### src/hw/qsfc_pkg.sv
// Purpose: Shared constants and types of the quad serial flash controller.
// Assumes: Core clock of 250 MHz; serial clock mode zero only.
// Notes:   Widths and reset values used by every file of the block but the synchroniser.

package qsfc_pkg;

  // ===========================================================================
  // Clock and timing
  localparam int CORE_PERIOD_PS = 4000;
  localparam int SCLK_MIN_NS    = 25;
  localparam int SCLK_MIN_CYC   = (SCLK_MIN_NS * 1000 + CORE_PERIOD_PS - 1) / CORE_PERIOD_PS;
  localparam int CS_LAG_PERIODS = 2;

  // ===========================================================================
  // Widths and limits
  localparam int WORD_BITS_MAX   = 128;
  localparam int FRAME_WORDS_MAX = 4096;
  localparam int DIV_W           = 8;
  localparam int LEN_W           = 7;
  localparam int CNT_W           = 12;
  localparam int DLY_W           = 2;
  localparam int BIT_W           = 8;

  localparam logic [DIV_W-1:0] DIV_ZERO_EFF = 8'h01;
  localparam logic [1:0]       LAG_INIT     = 2'(CS_LAG_PERIODS);

  // ===========================================================================
  // Reset values
  localparam logic             RST_CS_N  = 1'b1;
  localparam logic             RST_SCLK  = 1'b0;
  localparam logic [127:0]     RST_WORD  = 128'h0;

  // ===========================================================================
  // Modes
  typedef enum logic [1:0] {
    LANES_1 = 2'h0,
    LANES_2 = 2'h1,
    LANES_4 = 2'h2
  } qsfc_lanes_e;

  typedef enum logic [1:0] {
    PINS_3 = 2'h0,
    PINS_4 = 2'h1,
    PINS_6 = 2'h2
  } qsfc_pins_e;

  typedef enum logic [4:0] {
    ST_IDLE  = 5'b00001,
    ST_LEAD  = 5'b00010,
    ST_SETUP = 5'b00100,
    ST_XFER  = 5'b01000,
    ST_LAG   = 5'b10000
  } qsfc_state_e;

endpackage : qsfc_pkg

### src/hw/qsfc_tick_if.sv
// Purpose: Carrier between the controller core and its serial clock divider.
// Assumes: One core clock domain.
// Notes:   High and fall are combinational from the divider counter.
`timescale 1ns/1ps

interface qsfc_tick_if;
  import qsfc_pkg::*;

  logic             en;
  logic [DIV_W-1:0] div;
  logic             high;
  logic             fall;

  modport gen  (input en, input div, output high, output fall);
  modport user (output en, output div, input high, input fall);
endinterface : qsfc_tick_if

### src/hw/qsfc_clkgen.sv
// Purpose: Serial clock divider producing high phase and fall moments.
// Assumes: Divider value is stable while enabled.
// Notes:   Period is D+1 core cycles; zero runs as one.
`timescale 1ns/1ps

module qsfc_clkgen (
  input  wire logic  i_core_clk,
  input  wire logic  i_reset_n,
  qsfc_tick_if.gen   tick
);
  import qsfc_pkg::*;

  logic [DIV_W-1:0] cnt_ff;
  logic [DIV_W-1:0] nxt_cnt;
  logic [DIV_W-1:0] div_eff;
  logic [DIV_W-1:0] hi_len;

  // ===========================================================================
  // Period counter
  always_comb begin
    div_eff = (tick.div == '0) ? DIV_ZERO_EFF : tick.div;
    hi_len  = DIV_W'(({1'b0, div_eff} + 9'h001) >> 1);
    if (!tick.en) begin
      nxt_cnt = '0;
    end else if (cnt_ff == div_eff) begin
      nxt_cnt = '0;
    end else begin
      nxt_cnt = cnt_ff + 8'h01;
    end
  end

  always_ff @(posedge i_core_clk or negedge i_reset_n) begin
    if (!i_reset_n) begin
      cnt_ff <= '0;
    end else begin
      cnt_ff <= nxt_cnt;
    end
  end

  assign tick.high = tick.en && (cnt_ff < hi_len);
  assign tick.fall = tick.en && (cnt_ff == hi_len);

endmodule : qsfc_clkgen

### src/hw/qsfc_sync.sv
// Purpose: Two-flop synchroniser for pin inputs.
// Assumes: Each bit is an independent level.
// Notes:   Only the second stage is visible outside.
`timescale 1ns/1ps

module qsfc_sync #(
  parameter int WIDTH = 4
) (
  input  wire logic             i_core_clk,
  input  wire logic             i_reset_n,
  input  wire logic [WIDTH-1:0] i_async,
  output logic      [WIDTH-1:0] o_sync
);
  logic [WIDTH-1:0] meta_ff;
  logic [WIDTH-1:0] sync_ff;

  always_ff @(posedge i_core_clk or negedge i_reset_n) begin
    if (!i_reset_n) begin
      meta_ff <= '0;
      sync_ff <= '0;
    end else begin
      meta_ff <= i_async;
      sync_ff <= meta_ff;
    end
  end

  assign o_sync = sync_ff;

endmodule : qsfc_sync

### src/hw/qsfc_top.sv
// Purpose: Quad serial flash controller core, mode zero, one to four lanes.
// Assumes: Configuration inputs are held stable from start to frame end.
// Notes:   Pin inputs pass a two-flop synchroniser before sampling.
`timescale 1ns/1ps

module qsfc_top #(
  parameter int WORD_BITS  = qsfc_pkg::WORD_BITS_MAX,
  parameter int FRAME_MAX  = qsfc_pkg::FRAME_WORDS_MAX
) (
  input  wire logic                          i_core_clk,
  input  wire logic                          i_reset_n,
  // Control
  input  wire logic                          i_start,
  input  wire logic [qsfc_pkg::DIV_W-1:0]    i_serial_clock_divider_value,
  input  wire logic [qsfc_pkg::LEN_W-1:0]    i_word_len_m1,
  input  wire logic [qsfc_pkg::CNT_W-1:0]    i_word_count_m1,
  input  wire logic [qsfc_pkg::DLY_W-1:0]    i_cs_to_data_delay_field,
  input  wire qsfc_pkg::qsfc_lanes_e         i_lanes,
  input  wire qsfc_pkg::qsfc_pins_e          i_pins,
  input  wire logic                          i_write_en,
  input  wire logic [127:0]                  i_tx_word,
  input  wire logic                          i_word_irq_en,
  input  wire logic                          i_frame_irq_en,
  // Status and read data
  output logic                               o_busy,
  output logic [127:0]                       o_rd_data,
  output logic                               o_rd_valid,
  output logic                               o_word_irq,
  output logic                               o_frame_irq,
  // Serial pins
  output logic                               o_sclk,
  output logic                               o_cs_n,
  output logic [3:0]                         o_d_out,
  output logic [3:0]                         o_d_oe,
  input  wire logic [3:0]                    i_d_in
);
  import qsfc_pkg::*;

  // ===========================================================================
  // Elaboration checks
  if (WORD_BITS != WORD_BITS_MAX) begin : g_bad_word
    $error("WORD_BITS must equal the read port width");
  end
  if (FRAME_MAX < 1 || FRAME_MAX > (1 << CNT_W)) begin : g_bad_frame
    $error("FRAME_MAX out of counter range");
  end

  // ===========================================================================
  // State
  qsfc_state_e       state_ff,   nxt_state;
  logic              cs_n_ff,    nxt_cs_n;
  logic              oe_ff,      nxt_oe;
  logic              dout_ff,    nxt_dout;
  logic              sclk_ff,    nxt_sclk;
  logic [127:0]      tx_ff,      nxt_tx;
  logic [127:0]      rx_ff,      nxt_rx;
  logic [127:0]      rd_ff,      nxt_rd;
  logic [BIT_W-1:0]  bit_ff,     nxt_bit;
  logic [CNT_W-1:0]  word_ff,    nxt_word;
  logic [1:0]        ph_ff,      nxt_ph;
  logic              vld_ff,     nxt_vld;
  logic              wirq_ff,    nxt_wirq;
  logic              firq_ff,    nxt_firq;
  // Configuration captured at start
  logic [DIV_W-1:0]  div_ff,     nxt_div;
  logic [LEN_W-1:0]  len_ff,     nxt_len;
  logic [CNT_W-1:0]  cnt_ff,     nxt_cnt;
  logic [DLY_W-1:0]  dly_ff,     nxt_dly;
  qsfc_lanes_e       lanes_ff,   nxt_lanes;
  qsfc_pins_e        pins_ff,    nxt_pins;
  logic              wr_ff,      nxt_wr;
  logic              wie_ff,     nxt_wie;
  logic              fie_ff,     nxt_fie;

  logic [3:0]        d_sync;
  logic [BIT_W-1:0]  step;
  logic [3:0]        sample;
  logic [127:0]      rx_shift;
  logic [127:0]      tx_load;
  logic              word_end;
  logic              drive_d0;

  qsfc_tick_if tick ();

  // ===========================================================================
  // Submodules
  qsfc_clkgen u_clkgen (
    .i_core_clk (i_core_clk),
    .i_reset_n  (i_reset_n),
    .tick       (tick)
  );

  qsfc_sync #(.WIDTH(4)) u_sync (
    .i_core_clk (i_core_clk),
    .i_reset_n  (i_reset_n),
    .i_async    (i_d_in),
    .o_sync     (d_sync)
  );

  assign tick.en  = (state_ff != ST_IDLE);
  assign tick.div = div_ff;

  // ===========================================================================
  // Lane helpers
  always_comb begin
    tx_load = i_tx_word << (7'h7F - len_ff);  // Word MSB moved to bit 127
    case (lanes_ff)
      LANES_4: begin
        step     = 8'h04;
        sample   = d_sync;
        rx_shift = {rx_ff[123:0], d_sync};
      end
      LANES_2: begin
        step     = 8'h02;
        sample   = {2'h0, d_sync[1:0]};
        rx_shift = {rx_ff[125:0], d_sync[1:0]};
      end
      default: begin
        step     = 8'h01;
        sample   = {3'h0, (pins_ff == PINS_3) ? d_sync[0] : d_sync[1]};
        rx_shift = {rx_ff[126:0], sample[0]};
      end
    endcase
    word_end = ({1'b0, bit_ff} + {1'b0, step}) >= ({2'h0, len_ff} + 9'h001);
    // Shared line in 3-pin set only driven when writing
    drive_d0 = (lanes_ff == LANES_1) && ((pins_ff != PINS_3) || wr_ff);
  end

  // ===========================================================================
  // Sequencer
  always_comb begin
    nxt_state = state_ff;
    nxt_cs_n  = cs_n_ff;
    nxt_oe    = oe_ff;
    nxt_dout  = dout_ff;
    nxt_tx    = tx_ff;
    nxt_rx    = rx_ff;
    nxt_rd    = rd_ff;
    nxt_bit   = bit_ff;
    nxt_word  = word_ff;
    nxt_ph    = ph_ff;
    nxt_vld   = 1'b0;
    nxt_wirq  = 1'b0;
    nxt_firq  = 1'b0;
    nxt_div   = div_ff;
    nxt_len   = len_ff;
    nxt_cnt   = cnt_ff;
    nxt_dly   = dly_ff;
    nxt_lanes = lanes_ff;
    nxt_pins  = pins_ff;
    nxt_wr    = wr_ff;
    nxt_wie   = wie_ff;
    nxt_fie   = fie_ff;
    // Clock only toggles while shifting, idles low otherwise
    nxt_sclk  = (state_ff == ST_XFER) && tick.high;

    case (state_ff)
      ST_IDLE: begin
        nxt_cs_n = RST_CS_N;
        nxt_oe   = 1'b0;
        if (i_start) begin
          nxt_state = ST_LEAD;
          nxt_div   = i_serial_clock_divider_value;
          nxt_len   = i_word_len_m1;
          nxt_cnt   = i_word_count_m1;
          nxt_dly   = i_cs_to_data_delay_field;
          nxt_lanes = i_lanes;
          nxt_pins  = i_pins;
          nxt_wr    = i_write_en;
          nxt_wie   = i_word_irq_en;
          nxt_fie   = i_frame_irq_en;
          nxt_word  = '0;
          nxt_bit   = '0;
          nxt_ph    = 2'h0;
        end
      end
      ST_LEAD: begin
        if (tick.fall) begin
          if (ph_ff == 2'h0) begin
            nxt_oe = drive_d0;
            nxt_ph = 2'h1;
          end else begin
            nxt_cs_n = 1'b0;
            nxt_ph   = 2'h0;
            if (dly_ff == 2'h0) begin
              nxt_state = ST_XFER;
              nxt_dout  = tx_load[127];
              nxt_tx    = tx_load << 1;
            end else begin
              nxt_state = ST_SETUP;
            end
          end
        end
      end
      ST_SETUP: begin
        if (tick.fall) begin
          if (ph_ff == (dly_ff - 2'h1)) begin
            nxt_state = ST_XFER;
            nxt_dout  = tx_load[127];
            nxt_tx    = tx_load << 1;
          end else begin
            nxt_ph = ph_ff + 2'h1;
          end
        end
      end
      ST_XFER: begin
        if (tick.fall) begin
          nxt_rx = rx_shift;
          if (word_end) begin
            nxt_rd   = rx_shift & ({128{1'b1}} >> (7'h7F - len_ff));
            nxt_vld  = 1'b1;
            nxt_wirq = wie_ff;
            nxt_bit  = '0;
            nxt_rx   = '0;
            if (word_ff == cnt_ff) begin
              nxt_state = ST_LAG;
              nxt_ph    = LAG_INIT;
            end else begin
              nxt_word = word_ff + 12'h001;
              nxt_dout = tx_load[127];
              nxt_tx   = tx_load << 1;
            end
          end else begin
            nxt_bit  = bit_ff + step;
            nxt_dout = tx_ff[127];
            nxt_tx   = tx_ff << 1;
          end
        end
      end
      ST_LAG: begin
        if (tick.fall) begin
          if (ph_ff == 2'h1) begin
            nxt_cs_n  = RST_CS_N;
            nxt_oe    = 1'b0;
            nxt_firq  = fie_ff;
            nxt_state = ST_IDLE;
            nxt_ph    = 2'h0;
          end else begin
            nxt_ph = ph_ff - 2'h1;
          end
        end
      end
      default: begin
        nxt_state = ST_IDLE;
      end
    endcase
  end

  always_ff @(posedge i_core_clk or negedge i_reset_n) begin
    if (!i_reset_n) begin
      state_ff <= ST_IDLE;
      cs_n_ff  <= RST_CS_N;
      oe_ff    <= 1'b0;
      dout_ff  <= 1'b0;
      sclk_ff  <= RST_SCLK;
      tx_ff    <= RST_WORD;
      rx_ff    <= RST_WORD;
      rd_ff    <= RST_WORD;
      bit_ff   <= '0;
      word_ff  <= '0;
      ph_ff    <= 2'h0;
      vld_ff   <= 1'b0;
      wirq_ff  <= 1'b0;
      firq_ff  <= 1'b0;
      div_ff   <= '0;
      len_ff   <= '0;
      cnt_ff   <= '0;
      dly_ff   <= '0;
      lanes_ff <= LANES_1;
      pins_ff  <= PINS_4;
      wr_ff    <= 1'b0;
      wie_ff   <= 1'b0;
      fie_ff   <= 1'b0;
    end else begin
      state_ff <= nxt_state;
      cs_n_ff  <= nxt_cs_n;
      oe_ff    <= nxt_oe;
      dout_ff  <= nxt_dout;
      sclk_ff  <= nxt_sclk;
      tx_ff    <= nxt_tx;
      rx_ff    <= nxt_rx;
      rd_ff    <= nxt_rd;
      bit_ff   <= nxt_bit;
      word_ff  <= nxt_word;
      ph_ff    <= nxt_ph;
      vld_ff   <= nxt_vld;
      wirq_ff  <= nxt_wirq;
      firq_ff  <= nxt_firq;
      div_ff   <= nxt_div;
      len_ff   <= nxt_len;
      cnt_ff   <= nxt_cnt;
      dly_ff   <= nxt_dly;
      lanes_ff <= nxt_lanes;
      pins_ff  <= nxt_pins;
      wr_ff    <= nxt_wr;
      wie_ff   <= nxt_wie;
      fie_ff   <= nxt_fie;
    end
  end

  // ===========================================================================
  // Outputs
  assign o_busy      = (state_ff != ST_IDLE);
  assign o_rd_data   = rd_ff;
  assign o_rd_valid  = vld_ff;
  assign o_word_irq  = wirq_ff;
  assign o_frame_irq = firq_ff;
  assign o_sclk      = sclk_ff;
  assign o_cs_n      = cs_n_ff;
  assign o_d_out     = {3'h0, dout_ff};
  assign o_d_oe      = {3'h0, oe_ff};

endmodule : qsfc_top
### config.mk
export PLATFORM = sky130hd
export DESIGN_NAME = qsfc_top
export DESIGN_NICKNAME = d
export VERILOG_FILES = /design/src/hw/qsfc_pkg.sv /design/src/hw/qsfc_tick_if.sv /design/src/hw/qsfc_clkgen.sv /design/src/hw/qsfc_sync.sv /design/src/hw/qsfc_top.sv
export SDC_FILE = /design/constraint.sdc
export NUM_CORES = 2
export LEC_CHECK = 0
export BUFFER_PORTS_ARGS = -buffer_cell sky130_fd_sc_hd__buf_2
export CAP_MARGIN = 15
export CELL_PAD_IN_SITES_DETAIL_PLACEMENT = 1
export CELL_PAD_IN_SITES_GLOBAL_PLACEMENT = 1
export CORE_MARGIN = 2
export CORE_UTILIZATION = 40
export DETAILED_ROUTE_END_ITERATION = 7
export PLACE_DENSITY = 0.81
export SLEW_MARGIN = 20
export SYNTH_ARGS = -nofsm -noshare
export SYNTH_HDL_FRONTEND = slang
export SYNTH_SLANG_ARGS = --single-unit
export TNS_END_PERCENT = 1
### constraint.sdc
create_clock -name i_core_clk -period 6.7 [get_ports i_core_clk]
set_input_delay 1.34 -clock i_core_clk [delete_from_list [all_inputs] [get_ports i_core_clk]]
set_output_delay 1.34 -clock i_core_clk [all_outputs]
set_load 0.01 [all_outputs]
# == After elaboration in Yosys (flattened, before gate mapping) ==
# Cells that the tools add are included.
# word_totals
register_bits,469
latchBits,0
ramBits,0
rom_bits,0
elab_cells,170
n_memories,0
# op_classes
n_addsub,10
multipliers,0
div_mod_pow,0
magnitude_cmp,2
n_eq_ne,28
shifts,2
n_mux,76
bitwise_logic,1
n_reduce_logical,25
# op_table
op,n
128-bit 2-to-1 mux,8
128-bit one-hot mux with 3 select lines,1
128-bit one-hot mux with 2 select lines,1
128-bit bitwise AND,1
128-bit by 7-bit << shifter with 128-bit output,1
128-bit by 7-bit >> shifter with 128-bit output (first input constant),1
127-bit 2-to-1 mux,1
5-bit 2-to-1 mux,10
12-bit 2-to-1 mux,4
8-bit 2-to-1 mux,6
1-bit 2-to-1 mux,27
2-bit != test (second input constant),13
5-bit one-hot mux with 5 select lines,1
12-bit one-hot mux with 2 select lines,1
2-bit 2-to-1 mux,9
8-bit equality test,2
8-bit one-hot mux with 2 select lines,1
5-bit AND reduction,3
12-bit by 1-bit adder with 12-bit output (second input constant),1
12-bit equality test,1
2-bit one-hot mux with 5 select lines,1
10-bit AND reduction,1
8-bit by 1-bit adder with 9-bit output (second input constant),1
8-bit by 8-bit adder with 9-bit output,1
other kinds (33),47

# == Depth between registers and ports, before layout ==
# depth
word_depth,7
ltp_mapped,22

# == Hierarchy ==
# Synthesis repeated with hierarchy kept, for this count alone.
# hier_totals
cells_unflattened,3544
area_unflattened_um2,32158.3
# modules_own_cells
module,n_inst,cells_per_inst,area_each_um2,seq_area_each_um2
qsfc_top,1,3452,31142.4,11314.6
qsfc_clkgen,1,84,815.8,200.2
qsfc_sync,1,8,200.2,200.2

# == Worst setup path after synthesis ==
# OpenSTA, ideal clock, no wires.
# synth_path
path_kind,register -> register
start,register lanes_ff[0]
end,register tx_ff[108]
arrival_ns,4.799
required_time_ns,6.566
path_slack_ns,1.767
stages_incl_launch_ff,22
period_less_slack_ns,4.933
cell_sequence,dfrtp_1 > inv_1 > ha_1 > inv_2 > clkbuf_1 > clkbuf_1 > ha_1 > inv_1 > fa_1 > nor2b_1 > o2111a_1 > xor2_1 > ha_1 > and3_1 > nor2b_1 > a311oi_2 > a211oi_1 > or2_1 > clkbuf_1 > buf_2 > a2111oi_0 > a21oi_1
# synth_via
elab_chain_cells,7
word_cells_on_any_way,10
classes_between,add/sub (1); order compare (1); eq/ne (3); mux (4); reduce/logical (1)
# synth_lines
item,line,text
start: declaration,qsfc_top.sv:69,"qsfc_lanes_e lanes_ff, nxt_lanes;"
start signal: assignment,qsfc_top.sv:293,lanes_ff <= nxt_lanes;
2-bit by 1-bit equality test with 1-bit output or 2-bit equality test (tied branches),-,
3-bit one-hot mux with 2 select lines *,qsfc_top.sv:107,case (lanes_ff)
8-bit by 8-bit adder with 9-bit output *,qsfc_top.sv:124,"word_end = ({1'b0, bit_ff} + {1'b0, step}) >= ({2'h0, len_ff} + 9'h001);"
9-bit by 8-bit greater-or-equal comparator with 1-bit output *,qsfc_top.sv:124,
128-bit 2-to-1 mux,qsfc_top.sv:209,if (word_end) begin
128-bit 2-to-1 mux,qsfc_top.sv:207,if (tick.fall) begin
128-bit one-hot mux with 3 select lines,qsfc_top.sv:157,case (state_ff)
end signal: assignment,qsfc_top.sv:280,tx_ff <= nxt_tx;
end: declaration,qsfc_top.sv:55,"logic [127:0] tx_ff, nxt_tx;"
# Every way passes the cells marked *; elsewhere a longest branch is shown, timed or not. The select of a mux whose other input is x is not followed.
# A chain may end at the register's enable or synchronous reset.

# == Worst setup path after layout ==
# layout_path
start,register lanes_ff[0]
end,register tx_ff[95]
# Same word-level chain as after synthesis.

==> flow_summary_export.csv <==
group,metric,value,unit
worst_setup_path,crit_top_cell,"ha_1",
worst_hold_path,hold_end,"u_sync.o_sync[1]$_DFF_PN0_",
worst_setup_path,crit_path_cell_trace,"inv_1 -> ha_1 -> inv_6 -> ha_1 -> inv_1 -> fa_1 -> nor2b_1 -> o2111a_1 -> xor2_1 -> ha_1 -> and3_1 -> nor2b_1 -> a311oi_2 -> a211oi_1 -> or2_4 -> buf_4 -> nor3_1 -> a211oi_1",
clocking,cts-resized-gates,0,
synth,synth_edf_count,0,
sta,min_period_over_period,86.2,%
sta,rsz0062_at_grt,"no",
global_route,grt_pass1_wl,219000,um
cells_and_area,multi_input_area,20400,um2
worst_setup_path,critPathMaxStageDelay,0.94,ns
route,drt_first_pass_iters,5,
clocking,tritoncts,"done",
global_route,grt_pass1_vias,33400,
synth,syn_inst,3694,
synth,synth_area_leaders,"dfrtp_1 35%, mux4_2 12%, nand2_1 6.1%, o31ai_1 5.3%, nor2_1 4.0%",
synth,synth_compound_area_share,24.1,%
worst_setup_path,worstReg2RegEnd,"tx_ff[95]$_DFFE_PN0P_",
floorplanning,die_x,294,um
floorplanning,io_pins,313,
outcome,violations,"slew limit",
cells_and_area,stdcell_area,37700,um2
route,drtIter0Drc,4118,
outcome,status,"finished, violations left",
route,drc,0,
synth,ys_seq_area_share,34.7,%
floorplanning,die_area,86600,um2
synth,syn_area,33700,um2
route,vias,33500,
floorplanning,start_util,40.4,%
sta,tns,0,ns
clocking,cts_sinks,468,
worst_setup_path,reg2reg_slack,0.92,ns
clocking,postCtsSetupBuffers,0,
worst_setup_path,arrival,6.30,ns
route,wirelength,146000,um
floorplanning,core.rowCount,106,
clocking,clockBufferDepth,3,
sta,setup_viol,0,
worst_hold_path,hp-start,"u_sync.meta_ff[1]$_DFF_PN0_",
worst_setup_path,critPathMaxFanout,91,
sta,max_freq,0.173,GHz
worst_setup_path,r2r-start,"lanes_ff[0]$_DFFE_PN0P_",
worst_setup_path,cp-start-kind,"register",
worst_setup_path,cp_slowest_cell,"or2_4",
sta,final-hold-violation-count,0,
placement,finalWeightedCongestion,1.00,
cells_and_area,final_common_cell,"nand2_1",
synth,synth_area_leader_cell,"dfrtp_1",
worst_setup_path,r2r_cells,18,
route,wl_per_cell,29.7,um
placement,placed_area,35900,um2
power,power_leakage,15.5,nW
cells_and_area,fillCellCount,9661,
route,detail-route-antenna-nets,0,
clocking,cts_root_buf,"clkbuf_16",
cells_and_area,drive_gt1_share,21.5,%
global_route,grt-ovfl-total,0,
clocking,h-tree-depth,2,
clocking,hold_buffers,0,
synth,yosysUniqueCellTypes,94,
synth,synth-simple-area-share,14.3,%
sta,slew_violations,67,
placement,hpwl,103000,um
cells_and_area,nets,3979,
synth,yosysWarnings,0,
worst_setup_path,worstSetupPathType,"reg2reg",
global_route,grtUsageTotal,32.9,%
power,vdd_drop_max,0.363,mV
worst_setup_path,required,7.22,ns
placement,io_buffers,306,
global_route,antenna_found_initial,4,
synth,synthAdderAreaFrac,1.25,%
worst_hold_path,hold_depth,0,
clocking,cts_buffers,51,
floorplanning,coreArea,83600,um2
sta,tightest_slew,1.56,ns
worst_setup_path,crit_path_end_kind,"register",
route,routed_via_density,6.83,
synth,synth-main-ff-cell,"dfrtp_1",
sta,fin_crit,5.78,ns
synth,yosys_register_bits,468,
global_route,grt_max_degree,253,
sta,slew_headroom,-3.97,%
cells_and_area,ff_latch_area,11700,um2
synth,synth_top_family_by_area,"compound AO/OA/AOI/OAI gates",
sta,finalClockSkew,0.0392,ns
synth,synthDominantCellAreaShare,34.5,%
synth,synthMuxAreaShare,19.2,%
clocking,clock_latency,0.63,ns
floorplanning,die_h,294,um
synth,synth_xor_area_share,1.27,%
synth,async_flop_share,100,%
cells_and_area,area_growth,11.8,%
synth,syn_area_per_cell,9.13,um2
cells_and_area,final_cell_mix,"542 x nand2_1, 458 x dfrtp_1, 359 x nor2_1",
clocking,clk_pin_slew,0.06,ns
job,cap_violations,0,
power,power.density,519,nW/um2
worst_hold_path,worst_hold_path_type,"reg2reg",
==> critical path, delay by kind of cell, from the launching register on <==
family	cells	cell delay, ns
AND/OR/NAND/NOR	5	1.65
AO/OA/AOI/OAI	4	1.50
adder cells (fa/ha/maj)	4	1.31
buffers and inverters	4	0.68
flip-flops	1	0.41
XOR/XNOR	1	0.12
==> registers in the layout, summed over array words and instances (netlist names), 2 cells and up <==
name	cells
u_sync.meta_ff	4
pins_ff	2
word_ff	12
state_ff	5
tx_ff	127
dly_ff	2
o_rd_data	128
rx_ff	127
ph_ff	2
bit_ff	8
div_ff	8
u_clkgen.cnt_ff	8
u_sync.o_sync	4
cnt_ff	12
len_ff	7
lanes_ff	2
==> metrics by stage <==
stage / std cells / worst slack, ns / utilization (%) / hold WS [ns] / power [mW]
after floorplan: 3699 / 1.77 / - / 0.331 / 11.6
after global placement: 4801 / 1.24 / 42.9 / 0.337 / 15.7
after detailed placement: 4802 / 1.09 / 43.0 / 0.342 / 15.9
after CTS: 4896 / 0.963 / 45.1 / 0.357 / 19.1
after global routing: 4897 / 0.589 / 45.1 / 0.363 / 20.1
final: 4898 / 0.921 / 45.1 / 0.352 / 19.6
==> Yosys cell counts (all sizes together), types with 17 or more instances <==
cell type  count
clkbuf       237
nor2         363
xnor2         17
inv           35
buf          127
xor2          32
nor3          48
a22oi        146
mux2         123
a221oi        41
o31ai        238
o211ai        36
and3          19
nand2        545
nand3         70
mux2i        114
o22ai         37
o41ai         25
a211oi        31
o21ai        176
o21a          18
dfrtp        465
or4           20
a21oi        228
a31oi         35
a32oi         17
ha            32
mux4         175
==> final cells by class <==
type / count / share of cell area (%)
inverters: 37 / 0.388
clock buffers: 73 / 4.00
diodes: 2 / 0.0133
well taps: 1080 / 3.58
clock inverters: 21 / 0.750
flip-flops and latches: 468 / 31.1
repair buffers: 387 / 5.99
multi-input cells: 2830 / 54.1
==> power by group <==
group	internal, mW	total [mW]	switching [mW]
registers	3.26	3.79	0.534
clock network	1.77	3.06	1.29
logic	4.03	12.7	8.68
==> worst max path at each step <==
stage	startpoint	end	slack, ns	cells after the start
finish	lanes_ff[0]$_DFFE_PN0P_	tx_ff[95]$_DFFE_PN0P_	0.92	18
global route	lanes_ff[0]$_DFFE_PN0P_	tx_ff[95]$_DFFE_PN0P_	0.59	18
CTS	lanes_ff[0]$_DFFE_PN0P_	tx_ff[95]$_DFFE_PN0P_	0.96	18
floorplan	lanes_ff[0]$_DFFE_PN0P_	tx_ff[108]$_DFFE_PN0P_	1.77	21
global placement	lanes_ff[0]$_DFFE_PN0P_	o_rd_data[35]$_DFFE_PN0P_	1.24	17
detailed placement	lanes_ff[0]$_DFFE_PN0P_	o_rd_data[35]$_DFFE_PN0P_	1.09	17
==> kinds of logic after synthesis <==
| group | count (synthesis) |
|---|---|
| buffers and inverters | 401 |
| muxes | 412 |
| and+or+nand+nor | 1148 |
| DFF | 468 |
| AOI/OAI and AO/OA | 1182 |
| adders and majority gates | 33 |
| other | 1 |
| xor gates and xnor gates | 49 |
==> layer usage <==
layer,up-vias,share of wire (%),global-route usage (%)
met1,16800,39,42.7
met2,2049,45,51.5
met3,472,8.9,5.60
li1,14100,-,-
met5,-,0.030,0
met4,8,7.1,20.1
Note: power is estimated with default switching activity, not from simulation.
